<file path="src/nvs_consts.vh">
// Constants for the nonvolatile static memory host controller.
// Assumes a 20 MHz clock and a memory with a 15-bit address and 8-bit data.
`ifndef NVS_CONSTS_VH
`define NVS_CONSTS_VH

`define NVS_CLK_PERIOD_NS 50

// Host command codes
`define NVS_OP_READ 3'h0
`define NVS_OP_WRITE 3'h1
`define NVS_OP_SW_SAVE 3'h2
`define NVS_OP_SW_RESTORE 3'h3
`define NVS_OP_AUTO_OFF 3'h4
`define NVS_OP_AUTO_ON 3'h5
`define NVS_OP_HW_SAVE 3'h6

// Software sequence addresses
`define NVS_SEQ_ADDR1 15'h0E38
`define NVS_SEQ_ADDR2 15'h31C7
`define NVS_SEQ_ADDR3 15'h03E0
`define NVS_SEQ_ADDR4 15'h3C1F
`define NVS_SEQ_ADDR5 15'h303F
`define NVS_SEQ_SAVE 15'h0FC0
`define NVS_SEQ_RESTORE 15'h0C63
`define NVS_SEQ_AUTO_OFF 15'h0B45
`define NVS_SEQ_AUTO_ON 15'h0B46
`define NVS_SEQ_LAST 3'h5
`define NVS_MODE_ADDR_MASK 15'h3FFF

`endif

</file>
<file path="src/nvs_sync.v">
// Two-flop synchroniser for pin inputs.
// Assumes inputs asynchronous to clk_in; output is delayed two edges.
`timescale 1ns/10ps
module nvs_sync #(
	parameter W = 1,
	parameter [W-1:0] INIT = {W{1'b0}}
) (
	input wire clk_in,         // Clock
	input wire rst_in,         // Synchronous reset, active high
	input wire [W-1:0] d_in,   // Asynchronous input
	output wire [W-1:0] q_out  // Synchronised output
);
	reg [W-1:0] meta_q;
	reg [W-1:0] sync_q;

	always @(posedge clk_in) begin
		if (rst_in) begin
			meta_q <= INIT;
			sync_q <= INIT;
		end else begin
			meta_q <= d_in;
			sync_q <= meta_q;
		end
	end

	assign q_out = sync_q;
endmodule

</file>
<file path="src/nvs_host_ctrl.v">
// Host controller that drives a nonvolatile static memory over its asynchronous pins.
// Assumes pins are asynchronous; the memory has an open-drain busy line with pull-up.
`timescale 1ns/10ps
`include "nvs_consts.vh"
module nvs_host_ctrl #(
	parameter TMR_W = 24,
	parameter SAVE_DELAY_NS = 1000,
	parameter POST_BUSY_NS = 100,
	parameter POWERUP_RESTORE_NS = 20000000,
	parameter SAVE_CYCLE_NS = 8000000,
	parameter RESTORE_CYCLE_NS = 200000,
	parameter READ_NS = 100,
	parameter WRITE_NS = 100,
	parameter GAP_NS = 50
) (
	input wire REF_CLK_IN,            // Clock, 20 MHz
	input wire RESET_IN,              // Synchronous reset, active high
	input wire CMD_VALID_IN,          // Command request
	input wire [2:0] CMD_OP_IN,       // Command code
	input wire [14:0] CMD_ADDR_IN,    // Memory address
	input wire [7:0] CMD_WDATA_IN,    // Write data
	output wire CMD_READY_OUT,        // Command accepted when high with valid
	output reg RSP_VALID_OUT,         // Command done, one-cycle pulse
	output reg [7:0] RSP_RDATA_OUT,   // Read data
	output wire BUSY_OUT,             // Controller not idle
	input wire VCC_LOW_IN,            // Supply below switch threshold, active high
	output reg MEM_CE_N_OUT,          // Chip enable, active low
	output reg MEM_WE_N_OUT,          // Write enable, active low
	output reg MEM_OE_N_OUT,          // Output enable, active low
	output reg [14:0] MEM_ADDR_OUT,   // Address pins
	input wire [7:0] MEM_DQ_IN,       // Data pins in
	output reg [7:0] MEM_DQ_OUT,      // Data pins out
	output reg MEM_DQ_OE_N_OUT,       // Data drive enable, active low
	input wire SAVE_BUSY_LINE_N_IN,   // Busy line level
	output wire SAVE_BUSY_LINE_N_OUT, // Busy line drive value, always low
	output reg SAVE_BUSY_LINE_OE_N_OUT // Busy line pull enable, active low
);
	function [TMR_W-1:0] cyc_up;
		input integer ns;
		integer c;
		begin
			c = (ns + `NVS_CLK_PERIOD_NS - 1) / `NVS_CLK_PERIOD_NS;
			if (c < 1) begin
				c = 1;
			end
			cyc_up = c[TMR_W-1:0];
		end
	endfunction

	// Address of each sequence step; only the low fourteen bits are driven
	function [14:0] seq_addr;
		input [2:0] idx;
		input [2:0] op;
		reg [14:0] a;
		begin
			a = `NVS_SEQ_ADDR1;
			case (idx)
				3'h0: a = `NVS_SEQ_ADDR1;
				3'h1: a = `NVS_SEQ_ADDR2;
				3'h2: a = `NVS_SEQ_ADDR3;
				3'h3: a = `NVS_SEQ_ADDR4;
				3'h4: a = `NVS_SEQ_ADDR5;
				default: begin
					case (op)
						`NVS_OP_SW_RESTORE: a = `NVS_SEQ_RESTORE;
						`NVS_OP_AUTO_OFF: a = `NVS_SEQ_AUTO_OFF;
						`NVS_OP_AUTO_ON: a = `NVS_SEQ_AUTO_ON;
						default: a = `NVS_SEQ_SAVE;
					endcase
				end
			endcase
			seq_addr = a & `NVS_MODE_ADDR_MASK;
		end
	endfunction

	localparam [TMR_W-1:0] TMR_ZERO = {TMR_W{1'b0}};
	localparam [TMR_W-1:0] TMR_ONE = {{(TMR_W-1){1'b0}}, 1'b1};
	// Read strobe is stretched by the two synchroniser stages
	localparam [TMR_W-1:0] LD_SAVE_DELAY = cyc_up(SAVE_DELAY_NS) + TMR_ONE;
	localparam [TMR_W-1:0] LD_POST_BUSY = cyc_up(POST_BUSY_NS) - TMR_ONE;
	localparam [TMR_W-1:0] LD_POWERUP = cyc_up(POWERUP_RESTORE_NS) - TMR_ONE;
	localparam [TMR_W-1:0] LD_SAVE_CYC = cyc_up(SAVE_CYCLE_NS) - TMR_ONE;
	localparam [TMR_W-1:0] LD_RESTORE = cyc_up(RESTORE_CYCLE_NS) - TMR_ONE;
	localparam [TMR_W-1:0] LD_READ = cyc_up(READ_NS) + TMR_ONE;
	localparam [TMR_W-1:0] LD_WRITE = cyc_up(WRITE_NS) - TMR_ONE;
	localparam [TMR_W-1:0] LD_GAP = cyc_up(GAP_NS) - TMR_ONE;

	localparam [3:0] ST_INIT = 4'h0;
	localparam [3:0] ST_IDLE = 4'h1;
	localparam [3:0] ST_RD = 4'h2;
	localparam [3:0] ST_WR = 4'h3;
	localparam [3:0] ST_GAP = 4'h4;
	localparam [3:0] ST_SEQ_RD = 4'h5;
	localparam [3:0] ST_SEQ_GAP = 4'h6;
	localparam [3:0] ST_HW_PULL = 4'h7;
	localparam [3:0] ST_NV_WAIT = 4'h8;
	localparam [3:0] ST_WAIT_HI = 4'h9;
	localparam [3:0] ST_RECOV = 4'hA;

	wire busy_n_s;
	wire vcc_low_s;
	wire [7:0] dq_s;

	nvs_sync #(.W(10), .INIT(10'h001)) u_sync (
		.clk_in(REF_CLK_IN),
		.rst_in(RESET_IN),
		.d_in({MEM_DQ_IN, VCC_LOW_IN, SAVE_BUSY_LINE_N_IN}),
		.q_out({dq_s, vcc_low_s, busy_n_s})
	);

	reg [3:0] state_q, state_d;
	reg [TMR_W-1:0] tmr_q, tmr_d;
	reg [2:0] op_q, op_d;
	reg [2:0] seq_idx_q, seq_idx_d;
	reg chain_save_q, chain_save_d;
	reg [14:0] addr_d;
	reg [7:0] wdata_d;
	reg ce_n_d, we_n_d, oe_n_d, dq_oe_n_d, line_oe_n_d;
	reg rsp_valid_d;
	reg [7:0] rdata_d;

	wire tmr_done = (tmr_q == TMR_ZERO);

	// Line low or supply low blocks every new access
	assign CMD_READY_OUT = (state_q == ST_IDLE) && busy_n_s && !vcc_low_s;
	assign BUSY_OUT = (state_q != ST_IDLE);
	assign SAVE_BUSY_LINE_N_OUT = 1'b0;

	////////////////////////////////////////////////////////////////////////////////
	always @* begin
		state_d = state_q;
		tmr_d = tmr_done ? TMR_ZERO : tmr_q - TMR_ONE;
		op_d = op_q;
		seq_idx_d = seq_idx_q;
		chain_save_d = chain_save_q;
		addr_d = MEM_ADDR_OUT;
		wdata_d = MEM_DQ_OUT;
		ce_n_d = 1'b1;
		we_n_d = 1'b1;
		oe_n_d = 1'b1;
		dq_oe_n_d = 1'b1;
		line_oe_n_d = 1'b1;
		rsp_valid_d = 1'b0;
		rdata_d = RSP_RDATA_OUT;
		case (state_q)
			ST_INIT: begin
				// Restore runs only once supply is back, so the count restarts while low
				if (vcc_low_s) begin
					tmr_d = LD_POWERUP;
				end else if (tmr_done) begin
					state_d = ST_WAIT_HI;
				end
			end
			ST_IDLE: begin
				if (vcc_low_s) begin
					state_d = ST_INIT;
					tmr_d = LD_POWERUP;
				end else if (CMD_VALID_IN && CMD_READY_OUT) begin
					op_d = CMD_OP_IN;
					addr_d = CMD_ADDR_IN;
					wdata_d = CMD_WDATA_IN;
					chain_save_d = 1'b0;
					case (CMD_OP_IN)
						`NVS_OP_READ: begin
							state_d = ST_RD;
							tmr_d = LD_READ;
							ce_n_d = 1'b0;
							oe_n_d = 1'b0;
						end
						`NVS_OP_WRITE: begin
							state_d = ST_WR;
							tmr_d = LD_WRITE;
							ce_n_d = 1'b0;
							we_n_d = 1'b0;
							dq_oe_n_d = 1'b0;
						end
						`NVS_OP_HW_SAVE: begin
							state_d = ST_HW_PULL;
							tmr_d = LD_SAVE_DELAY;
							line_oe_n_d = 1'b0;
						end
						default: begin
							state_d = ST_SEQ_RD;
							seq_idx_d = 3'h0;
							addr_d = seq_addr(3'h0, CMD_OP_IN);
							tmr_d = LD_READ;
							ce_n_d = 1'b0;
							oe_n_d = 1'b0;
						end
					endcase
				end
			end
			ST_RD: begin
				ce_n_d = 1'b0;
				oe_n_d = 1'b0;
				if (tmr_done) begin
					rdata_d = dq_s;
					ce_n_d = 1'b1;
					oe_n_d = 1'b1;
					state_d = ST_GAP;
					tmr_d = LD_GAP;
				end
			end
			ST_WR: begin
				ce_n_d = 1'b0;
				we_n_d = 1'b0;
				dq_oe_n_d = 1'b0;
				if (tmr_done) begin
					// Data stays driven two cycles past the write-enable rise
					we_n_d = 1'b1;
					ce_n_d = 1'b1;
					state_d = ST_GAP;
					tmr_d = LD_GAP;
				end
			end
			ST_GAP: begin
				dq_oe_n_d = (op_q == `NVS_OP_WRITE) && (tmr_q == LD_GAP) ? 1'b0 : 1'b1;
				if (tmr_done) begin
					state_d = ST_IDLE;
					rsp_valid_d = 1'b1;
				end
			end
			ST_SEQ_RD: begin
				// Write-enable never falls inside a sequence
				ce_n_d = 1'b0;
				oe_n_d = 1'b0;
				if (tmr_done) begin
					ce_n_d = 1'b1;
					oe_n_d = 1'b1;
					state_d = ST_SEQ_GAP;
					tmr_d = LD_GAP;
				end
			end
			ST_SEQ_GAP: begin
				if (tmr_done) begin
					if (seq_idx_q == `NVS_SEQ_LAST) begin
						case (op_q)
							`NVS_OP_SW_SAVE: begin
								state_d = ST_NV_WAIT;
								tmr_d = LD_SAVE_CYC;
							end
							`NVS_OP_SW_RESTORE: begin
								state_d = ST_NV_WAIT;
								tmr_d = LD_RESTORE;
							end
							default: begin
								// Setting change is made persistent by a save
								state_d = ST_SEQ_RD;
								op_d = `NVS_OP_SW_SAVE;
								chain_save_d = 1'b1;
								seq_idx_d = 3'h0;
								addr_d = seq_addr(3'h0, `NVS_OP_SW_SAVE);
								tmr_d = LD_READ;
								ce_n_d = 1'b0;
								oe_n_d = 1'b0;
							end
						endcase
					end else begin
						// Next read follows with no other access between
						state_d = ST_SEQ_RD;
						seq_idx_d = seq_idx_q + 3'h1;
						addr_d = seq_addr(seq_idx_q + 3'h1, op_q);
						tmr_d = LD_READ;
						ce_n_d = 1'b0;
						oe_n_d = 1'b0;
					end
				end
			end
			ST_HW_PULL: begin
				line_oe_n_d = 1'b0;
				if (tmr_done) begin
					// Release; the device holds the line if a save runs
					line_oe_n_d = 1'b1;
					state_d = ST_WAIT_HI;
				end
			end
			ST_NV_WAIT: begin
				if (tmr_done) begin
					state_d = ST_WAIT_HI;
				end
			end
			ST_WAIT_HI: begin
				if (busy_n_s) begin
					state_d = ST_RECOV;
					tmr_d = LD_POST_BUSY;
				end
			end
			ST_RECOV: begin
				if (tmr_done) begin
					state_d = ST_IDLE;
					rsp_valid_d = (op_q != `NVS_OP_READ) || chain_save_q;
				end
			end
			default: begin
				state_d = ST_IDLE;
			end
		endcase
	end

	////////////////////////////////////////////////////////////////////////////////
	always @(posedge REF_CLK_IN) begin
		if (RESET_IN) begin
			state_q <= ST_INIT;
			tmr_q <= LD_POWERUP;
			op_q <= `NVS_OP_READ;
			seq_idx_q <= 3'h0;
			chain_save_q <= 1'b0;
			MEM_CE_N_OUT <= 1'b1;
			MEM_WE_N_OUT <= 1'b1;
			MEM_OE_N_OUT <= 1'b1;
			MEM_ADDR_OUT <= 15'h0000;
			MEM_DQ_OUT <= 8'h00;
			MEM_DQ_OE_N_OUT <= 1'b1;
			SAVE_BUSY_LINE_OE_N_OUT <= 1'b1;
			RSP_VALID_OUT <= 1'b0;
			RSP_RDATA_OUT <= 8'h00;
		end else begin
			state_q <= state_d;
			tmr_q <= tmr_d;
			op_q <= op_d;
			seq_idx_q <= seq_idx_d;
			chain_save_q <= chain_save_d;
			MEM_CE_N_OUT <= ce_n_d;
			MEM_WE_N_OUT <= we_n_d;
			MEM_OE_N_OUT <= oe_n_d;
			MEM_ADDR_OUT <= addr_d;
			MEM_DQ_OUT <= wdata_d;
			MEM_DQ_OE_N_OUT <= dq_oe_n_d;
			SAVE_BUSY_LINE_OE_N_OUT <= line_oe_n_d;
			RSP_VALID_OUT <= rsp_valid_d;
			RSP_RDATA_OUT <= rdata_d;
		end
	end
endmodule

</file>
<file path="config.mk">
export PLATFORM = sky130hd
export DESIGN_NAME = nvs_host_ctrl
export DESIGN_NICKNAME = d
export VERILOG_FILES = /design/src/nvs_sync.v /design/src/nvs_host_ctrl.v
export VERILOG_INCLUDE_DIRS = /design/src
export SDC_FILE = /design/constraint.sdc
export NUM_CORES = 1
export LEC_CHECK = 0
export BUFFER_PORTS_ARGS = -buffer_cell sky130_fd_sc_hd__buf_2
export CAP_MARGIN = 20
export CELL_PAD_IN_SITES_DETAIL_PLACEMENT = 1
export CELL_PAD_IN_SITES_GLOBAL_PLACEMENT = 2
export CORE_ASPECT_RATIO = 0.5
export CORE_MARGIN = 5
export CORE_UTILIZATION = 29
export DETAILED_ROUTE_END_ITERATION = 10
export HOLD_SLACK_MARGIN = 0.06
export PLACE_DENSITY = 0.8
export SYNTH_ARGS = -nofsm -noshare
export SYNTH_HDL_FRONTEND = slang
export SYNTH_SLANG_ARGS = --single-unit
</file>
<file path="constraint.sdc">
create_clock -name REF_CLK_IN -period 2.1 [get_ports REF_CLK_IN]
set_input_delay 0.105 -clock REF_CLK_IN [delete_from_list [all_inputs] [get_ports REF_CLK_IN]]
set_output_delay 0.105 -clock REF_CLK_IN [all_outputs]
set_load 0.01 [all_outputs]
</file>
# Yosys cells after proc, flatten, opt, wreduce, memory -nomap -nowiden
# Cells that the tools add are included.
# classes
n_addsub	2
n_eq_ne	36
mux	76
n_bitwise	1
n_reduce_logical	26
# op_table
cell	count
24-bit 2-to-1 mux	8
24-bit case mux with 5 select lines	1
15-bit 2-to-1 mux	6
14-bit case mux with 5 select lines	1
4-bit 2-to-1 mux	11
18-bit case mux with 2 select lines	1
3-bit 2-to-1 mux	11
11-bit case mux with 3 select lines	1
4-bit case mux with 8 select lines	1
15-bit case mux with 2 select lines	1
24-bit zero test	1
24-bit by 1-bit subtractor with 24-bit output, second input constant	1
1-bit 2-to-1 mux	23
4-bit by 3-bit == test with 1-bit output, second input constant	4
3-bit == test, second input constant	5
2-bit inequality test, second input constant	7
3-bit by 2-bit == test with 1-bit output, second input constant	4
4-bit == test, second input constant	3
3-bit case mux with 2 select lines	2
6-bit AND reduction	2
2-bit OR reduction	6
5-bit case mux with 2 select lines	1
3-bit by 1-bit == test with 1-bit output, second input constant	3
1-bit case mux with 3 select lines	3
other kinds (22)	34
# totals
ff_bits	92
inputBits	39
out_inout_bits	40
wordCells	157

# Logic depth before layout (Yosys ltp)
# depth
word_depth	7
mapped_depth	9
mapped_depth_nobuf	8

# Modules after synthesis
# Synthesis repeated with hierarchy kept, for this count alone.
# hier_totals
cells_unflattened	511
hier_area_um2	4394.2
# by_module_without_submodules
module	instances	cells_each	area_per_inst_um2	seq_area_each_um2
nvs_host_ctrl	1	469	3852.4	1441.4
nvs_sync	1	42	541.8	400.4

# Worst setup path after synthesis
# Ideal clock, no wire load.
# synth_path
path_type	register -> register
from	register tmr_q[18]
to	register MEM_ADDR_OUT[12]
setup_time_ps	131
arrival_ps	1963
required_time_ps	1969
path_slack_ps	6
path_stages_with_launch	8
n_path_buf	2
synth_period_minus_slack_ps	2094
cell_sequence	dfxtp_1 -> or3_4 -> nand2b_4 -> or3_1 -> clkbuf_1 -> buf_2 -> o41ai_2 -> a21oi_1
# synth_via
elab_chain_len	3
# synth_lines
item	line_no	source
start: declaration	nvs_host_ctrl.v:112	reg [TMR_W-1:0] tmr_q, tmr_d;
start signal: assignment	nvs_host_ctrl.v:319	tmr_q <= tmr_d;
24-bit zero test	nvs_host_ctrl.v:122	wire tmr_done = (tmr_q == TMR_ZERO);
2-bit inequality test (no line)	--	
5-bit AND reduction (no line)	--	
end signal: assignment	nvs_host_ctrl.v:326	MEM_ADDR_OUT <= addr_d;
end: declaration	nvs_host_ctrl.v:30	output reg [14:0] MEM_ADDR_OUT,
# Every way passes these cells.
# A chain may end at the register's enable or synchronous reset.

# Worst setup path in the final report
# layout_path
from	register tmr_q[16]
to	register seq_idx_q[0]
# layout_via
elab_chain_len	3
# layout_lines
item	line_no	source
24-bit zero test	nvs_host_ctrl.v:122	
2-bit inequality test (no line)	--	
6-bit AND reduction (no line)	--	
end signal: assignment	nvs_host_ctrl.v:321	seq_idx_q <= seq_idx_d;
end: declaration	nvs_host_ctrl.v:114	reg [2:0] seq_idx_q, seq_idx_d;
# Every way passes these cells.

==> summary.md <==
The max capacitance violation total came out at 0. The net count of the finished layout is 722. The ratio of total power to cell area was 606 mW/mm^2; the worst max-slew margin expressed relative to the limit was 49.3%. Counting I/O delays and the setup requirement, the final critical path takes 2.16 ns. At the end of routability-driven placement, the weighted congestion stood at 0.867.

In this run the static leakage power is 2.41 nW. Portion of the clock cycle consumed by the worst path in the final layout: 103%. Yosys attributes the largest share of cell area to sky130_fd_sc_hd__dfxtp_1 43%, sky130_fd_sc_hd__nor2_1 6.1%, sky130_fd_sc_hd__nand2_1 5.8%, sky130_fd_sc_hd__a21oi_1 5.7%, sky130_fd_sc_hd__nor2b_1 3.5%. Setup repair after global routing could not meet its margin everywhere. By instance count, the cell type seen most on the critical path is sky130_fd_sc_hd__or3_4. The number of antenna violations at the first check in global routing was 0; the clock insertion delay at the later pin of the skew report was 0.35 ns. The tools report the post-route antenna net violation count as 0. The number of DRC markers in iteration 0 came out at 195. Worst slack after detailed placement: -0.100 ns. The final route contains 4359 vias. The run gives 0 as the leftover overflow at the end of global routing. The final reports fail on setup timing. The most used flip-flop cell after synthesis is sky130_fd_sc_hd__dfxtp_1. After synthesis, the share of flip-flops with an asynchronous set or reset is 0%. The number of buffers added on ports works out to 77. For the worst setup path, the data arrival time is 2.43 ns. In the global route stage, overall resource usage came out at 16.9%. Registers take 0.00185 sq mm.

Sequential elements use 43.0% of the synthesized area. The tree is rooted in a sky130_fd_sc_hd__clkbuf_16. In the final layout, the share of cells above drive strength 1 is 32.1%. For the slack of the worst reg-to-reg path, the log shows -0.06 ns. Setup violations remaining at the end of the flow were counted as 12. Before antenna repair, the detailed router went through 4 iterations.

The clock sink count was 92; the worst-margin pin slew was 0.756 ns. The run gives 0 as the final max-slew violation count. The number of top-level pins is 79. The worst-case IR drop observed on VDD is 311 uV. Counting every instance in the synthesized netlist gives 528. The design draws 0.00371 W. The run gives 570 as the number of nets produced by synthesis.

The run gives 0 as the hold violation total from the final report. The per-cell routed wire length came out at 16.3 microns. The sort of element at the start of the critical path was a flop.

The number of H-tree levels is 3. The multi-input combinational cells in the finished layout cover a total of 0.00248 sq mm. Type of the worst setup path: flop to flop. The logs give 23900 microns for the first-pass GRT wire length and 2.38 ns for the required time at the endpoint of the critical path. The logs give 42.4% for the end-of-flow core utilization and 29.6% for the effective utilization at floorplan. After synthesis the netlist holds a flip-flop and latch count of 92.

A synthesized cell averages 8.12 sq um. The row count is 31, and the worst-case clock buffer depth is 2. The clock slew at the register clock pins of the worst setup and hold paths works out to 0.07 ns.

Compared with the post-synthesis result, the final layout area differs by 43.1%. The run gives 4580 as the number of global-route vias before repair. The largest individual stage delay along the critical path comes from the cell sky130_fd_sc_hd__or4_1. Using the TritonRoute via totals, the vias-per-cell ratio works out to 4.94. For the area of the core, the log shows 0.0145 sq mm.

Synthesis warning total: 0. Worst min-delay path class: input pin to flop. The x dimension of the die is 182 microns, and the die height is 96.0 microns. STA classifies the critical path endpoint as a flop. The logs give 0.00779 ns for the maximum clock skew at final layout and 14400 microns for the total wire length. Once detailed placement completed, the half-perimeter wirelength came to 10300 microns. Entering global routing, the biggest net connects 59 pins. TritonCTS built the clock tree.

The number of antenna diodes in the final layout is 0. The maximum net fanout on the critical path is 6. In this run, synthesis inferred 0 flip-flops with an integrated enable. TritonCTS created 9 clock buffers. The run gives -0.0575 ns as the worst-case setup margin in the final layout.

The post-synthesis instance area is 0.00429 sq mm. The top cell type by area accounts for 43.0% of the synthesized area. The die covers 0.0175 sq mm. Delay of the slowest cell on the worst path: 0.39 ns. In the routed design, unresolved DRC markers number 0. The signal on the critical path passes through or3_4, nand2b_4, buf_4, or3_4, buf_6, or4_1, a31oi_1.

Static timing analysis puts the maximum clock frequency at 463 MHz. The tools report the number of filler instances in the final layout as 1712. The run finished, with violations left. The largest total area in the synthesized netlist belongs to sky130_fd_sc_hd__dfxtp_1.

The synthesized netlist contains 63 unique library cells.
-- where the power goes --
group	leakage [nW]	internal (W)	switching [W]	total, W
Combinational	1.52	0.000104	0.000105	0.000209
Clock	0.152	0.000957	0.000773	0.00173
Sequential	0.746	0.00177	0.0000104	0.00178
-- final timing paths --
path	startpoint	end	cells past startpoint
worst max register to register	tmr_q[16]$_SDFF_PP0_	seq_idx_q[0]$_SDFFE_PP0P_	7
worst min-delay path	CMD_ADDR_IN[8]	MEM_ADDR_OUT[8]$_SDFFE_PP0P_	3
worst max-delay path	tmr_q[16]$_SDFF_PP0_	seq_idx_q[0]$_SDFFE_PP0P_	7
worst min register to register	u_sync.meta_q[0]$_SDFF_PP1_	u_sync.q_out[0]$_SDFF_PP1_	1
-- worst max-delay path: cells and delay by family, from the launching register on --
kind                   cells  cell delay [ns]
and+or+nand+nor            4             1.31
DFF                        1             0.32
buffers and inverters      2             0.30
AOI/OAI and AO/OA          1             0.16
-- state kept, by name, summed over array words and instances, names as in the netlist --
name and count:
tmr_q 24, MEM_ADDR_OUT 15, u_sync.meta_q 10, u_sync.q_out 10, MEM_DQ_OUT 8, RSP_RDATA_OUT 8, state_q 4, op_q 3
seq_idx_q 3, MEM_CE_N_OUT 1, MEM_DQ_OE_N_OUT 1, MEM_OE_N_OUT 1, MEM_WE_N_OUT 1, RSP_VALID_OUT 1, SAVE_BUSY_LINE_OE_N_OUT 1, chain_save_q 1
-- cells in the final DEF (no fill, tap or decap), types with 5 or more instances in the layout --
| cell type | count |
|---|---|
| sky130_fd_sc_hd__o21ai_1 | 5 |
| sky130_fd_sc_hd__nor3_1 | 16 |
| sky130_fd_sc_hd__buf_2 | 77 |
| sky130_fd_sc_hd__clkbuf_16 | 9 |
| sky130_fd_sc_hd__o21ai_0 | 25 |
| sky130_fd_sc_hd__nand2b_1 | 10 |
| sky130_fd_sc_hd__nor2_1 | 67 |
| sky130_fd_sc_hd__nand2_1 | 60 |
| sky130_fd_sc_hd__nand3b_1 | 8 |
| sky130_fd_sc_hd__nand3_1 | 9 |
| sky130_fd_sc_hd__or2_2 | 5 |
| sky130_fd_sc_hd__xnor2_1 | 16 |
| sky130_fd_sc_hd__dfxtp_1 | 89 |
| sky130_fd_sc_hd__buf_4 | 61 |
| sky130_fd_sc_hd__o211ai_1 | 8 |
| sky130_fd_sc_hd__a21oi_1 | 41 |
| sky130_fd_sc_hd__buf_6 | 7 |
| sky130_fd_sc_hd__a21oi_2 | 7 |
| sky130_fd_sc_hd__dlygate4sd3_1 | 23 |
| sky130_fd_sc_hd__xor2_1 | 6 |
| sky130_fd_sc_hd__nor2b_1 | 24 |
-- metrics by stage --
step | setup TNS [ns] | instance area (sq um) | hold slack (ns) | instances
3_5_place_dp | -0.789 | 5310 | 0.299 | 836
2_1_floorplan | 0 | 4290 | 0.209 | 528
6_report | -0.225 | 6130 | 0.0619 | 883
3_3_place_gp | -0.316 | 5310 | 0.290 | 836
4_1_cts | 0 | 5990 | 0.0618 | 882
5_1_grt | -2.26 | 6130 | 0.0804 | 883
-- timing repair --
item                                    4_1_cts  5_1_grt
cloned                                        1        0
endpoints found under the setup margin       25       41
pin swaps                                    11       20
hold buffers                                 23        0
resized for setup                            13       43
buffers inserted                              6        2
hold endpoints to repair                     23        0
-- kinds of logic after synthesis --
kind of cell	Yosys count	synth area share (%)
buffers and inverters	34	3.56
adders and majority gates	3	0.875
AOI/OAI and AO/OA	129	18.5
DFF	92	43.0
muxes	2	0.467
xor gates and xnor gates	22	4.49
other	1	0.0875
and+or+nand+nor	245	29.1
-- Yosys cell counts, types with 4 or more instances --
library cell	n
sky130_fd_sc_hd__or3_1	4
sky130_fd_sc_hd__dfxtp_1	92
sky130_fd_sc_hd__nand3_1	10
sky130_fd_sc_hd__nor4_1	6
sky130_fd_sc_hd__o211ai_1	8
sky130_fd_sc_hd__nor2b_1	24
sky130_fd_sc_hd__nor2_1	70
sky130_fd_sc_hd__nand3b_1	8
sky130_fd_sc_hd__o22ai_1	5
sky130_fd_sc_hd__o21ai_0	29
sky130_fd_sc_hd__nand2_1	66
sky130_fd_sc_hd__clkbuf_1	25
sky130_fd_sc_hd__nand2b_1	10
sky130_fd_sc_hd__a21oi_1	49
sky130_fd_sc_hd__a211oi_1	6
sky130_fd_sc_hd__or2_2	5
sky130_fd_sc_hd__a22oi_1	4
sky130_fd_sc_hd__xnor2_1	16
sky130_fd_sc_hd__nor3_1	19
sky130_fd_sc_hd__xor2_1	6
sky130_fd_sc_hd__a31oi_1	4
-- layer usage --
metal | vias up | track usage, % | wire, microns
met2 | 70 | 28.8 | 6650
met5 | - | 0 | 0
met1 | 2130 | 21.9 | 6980
met3 | 10 | 3.96 | 648
li1 | 2149 | - | -
met4 | 0 | 4.31 | 136
-- area by class of cell --
cell class	count	share of cell area, %
Tap cell	198	4.04
Clock inverter	7	1.45
Multi-Input combinational cell	402	40.5
Timing Repair Buffer	172	20.1
Clock buffer	9	3.67
Inverter	3	0.184
Sequential cell	92	30.1
No activity file was read; power rests on OpenSTA's default activity.
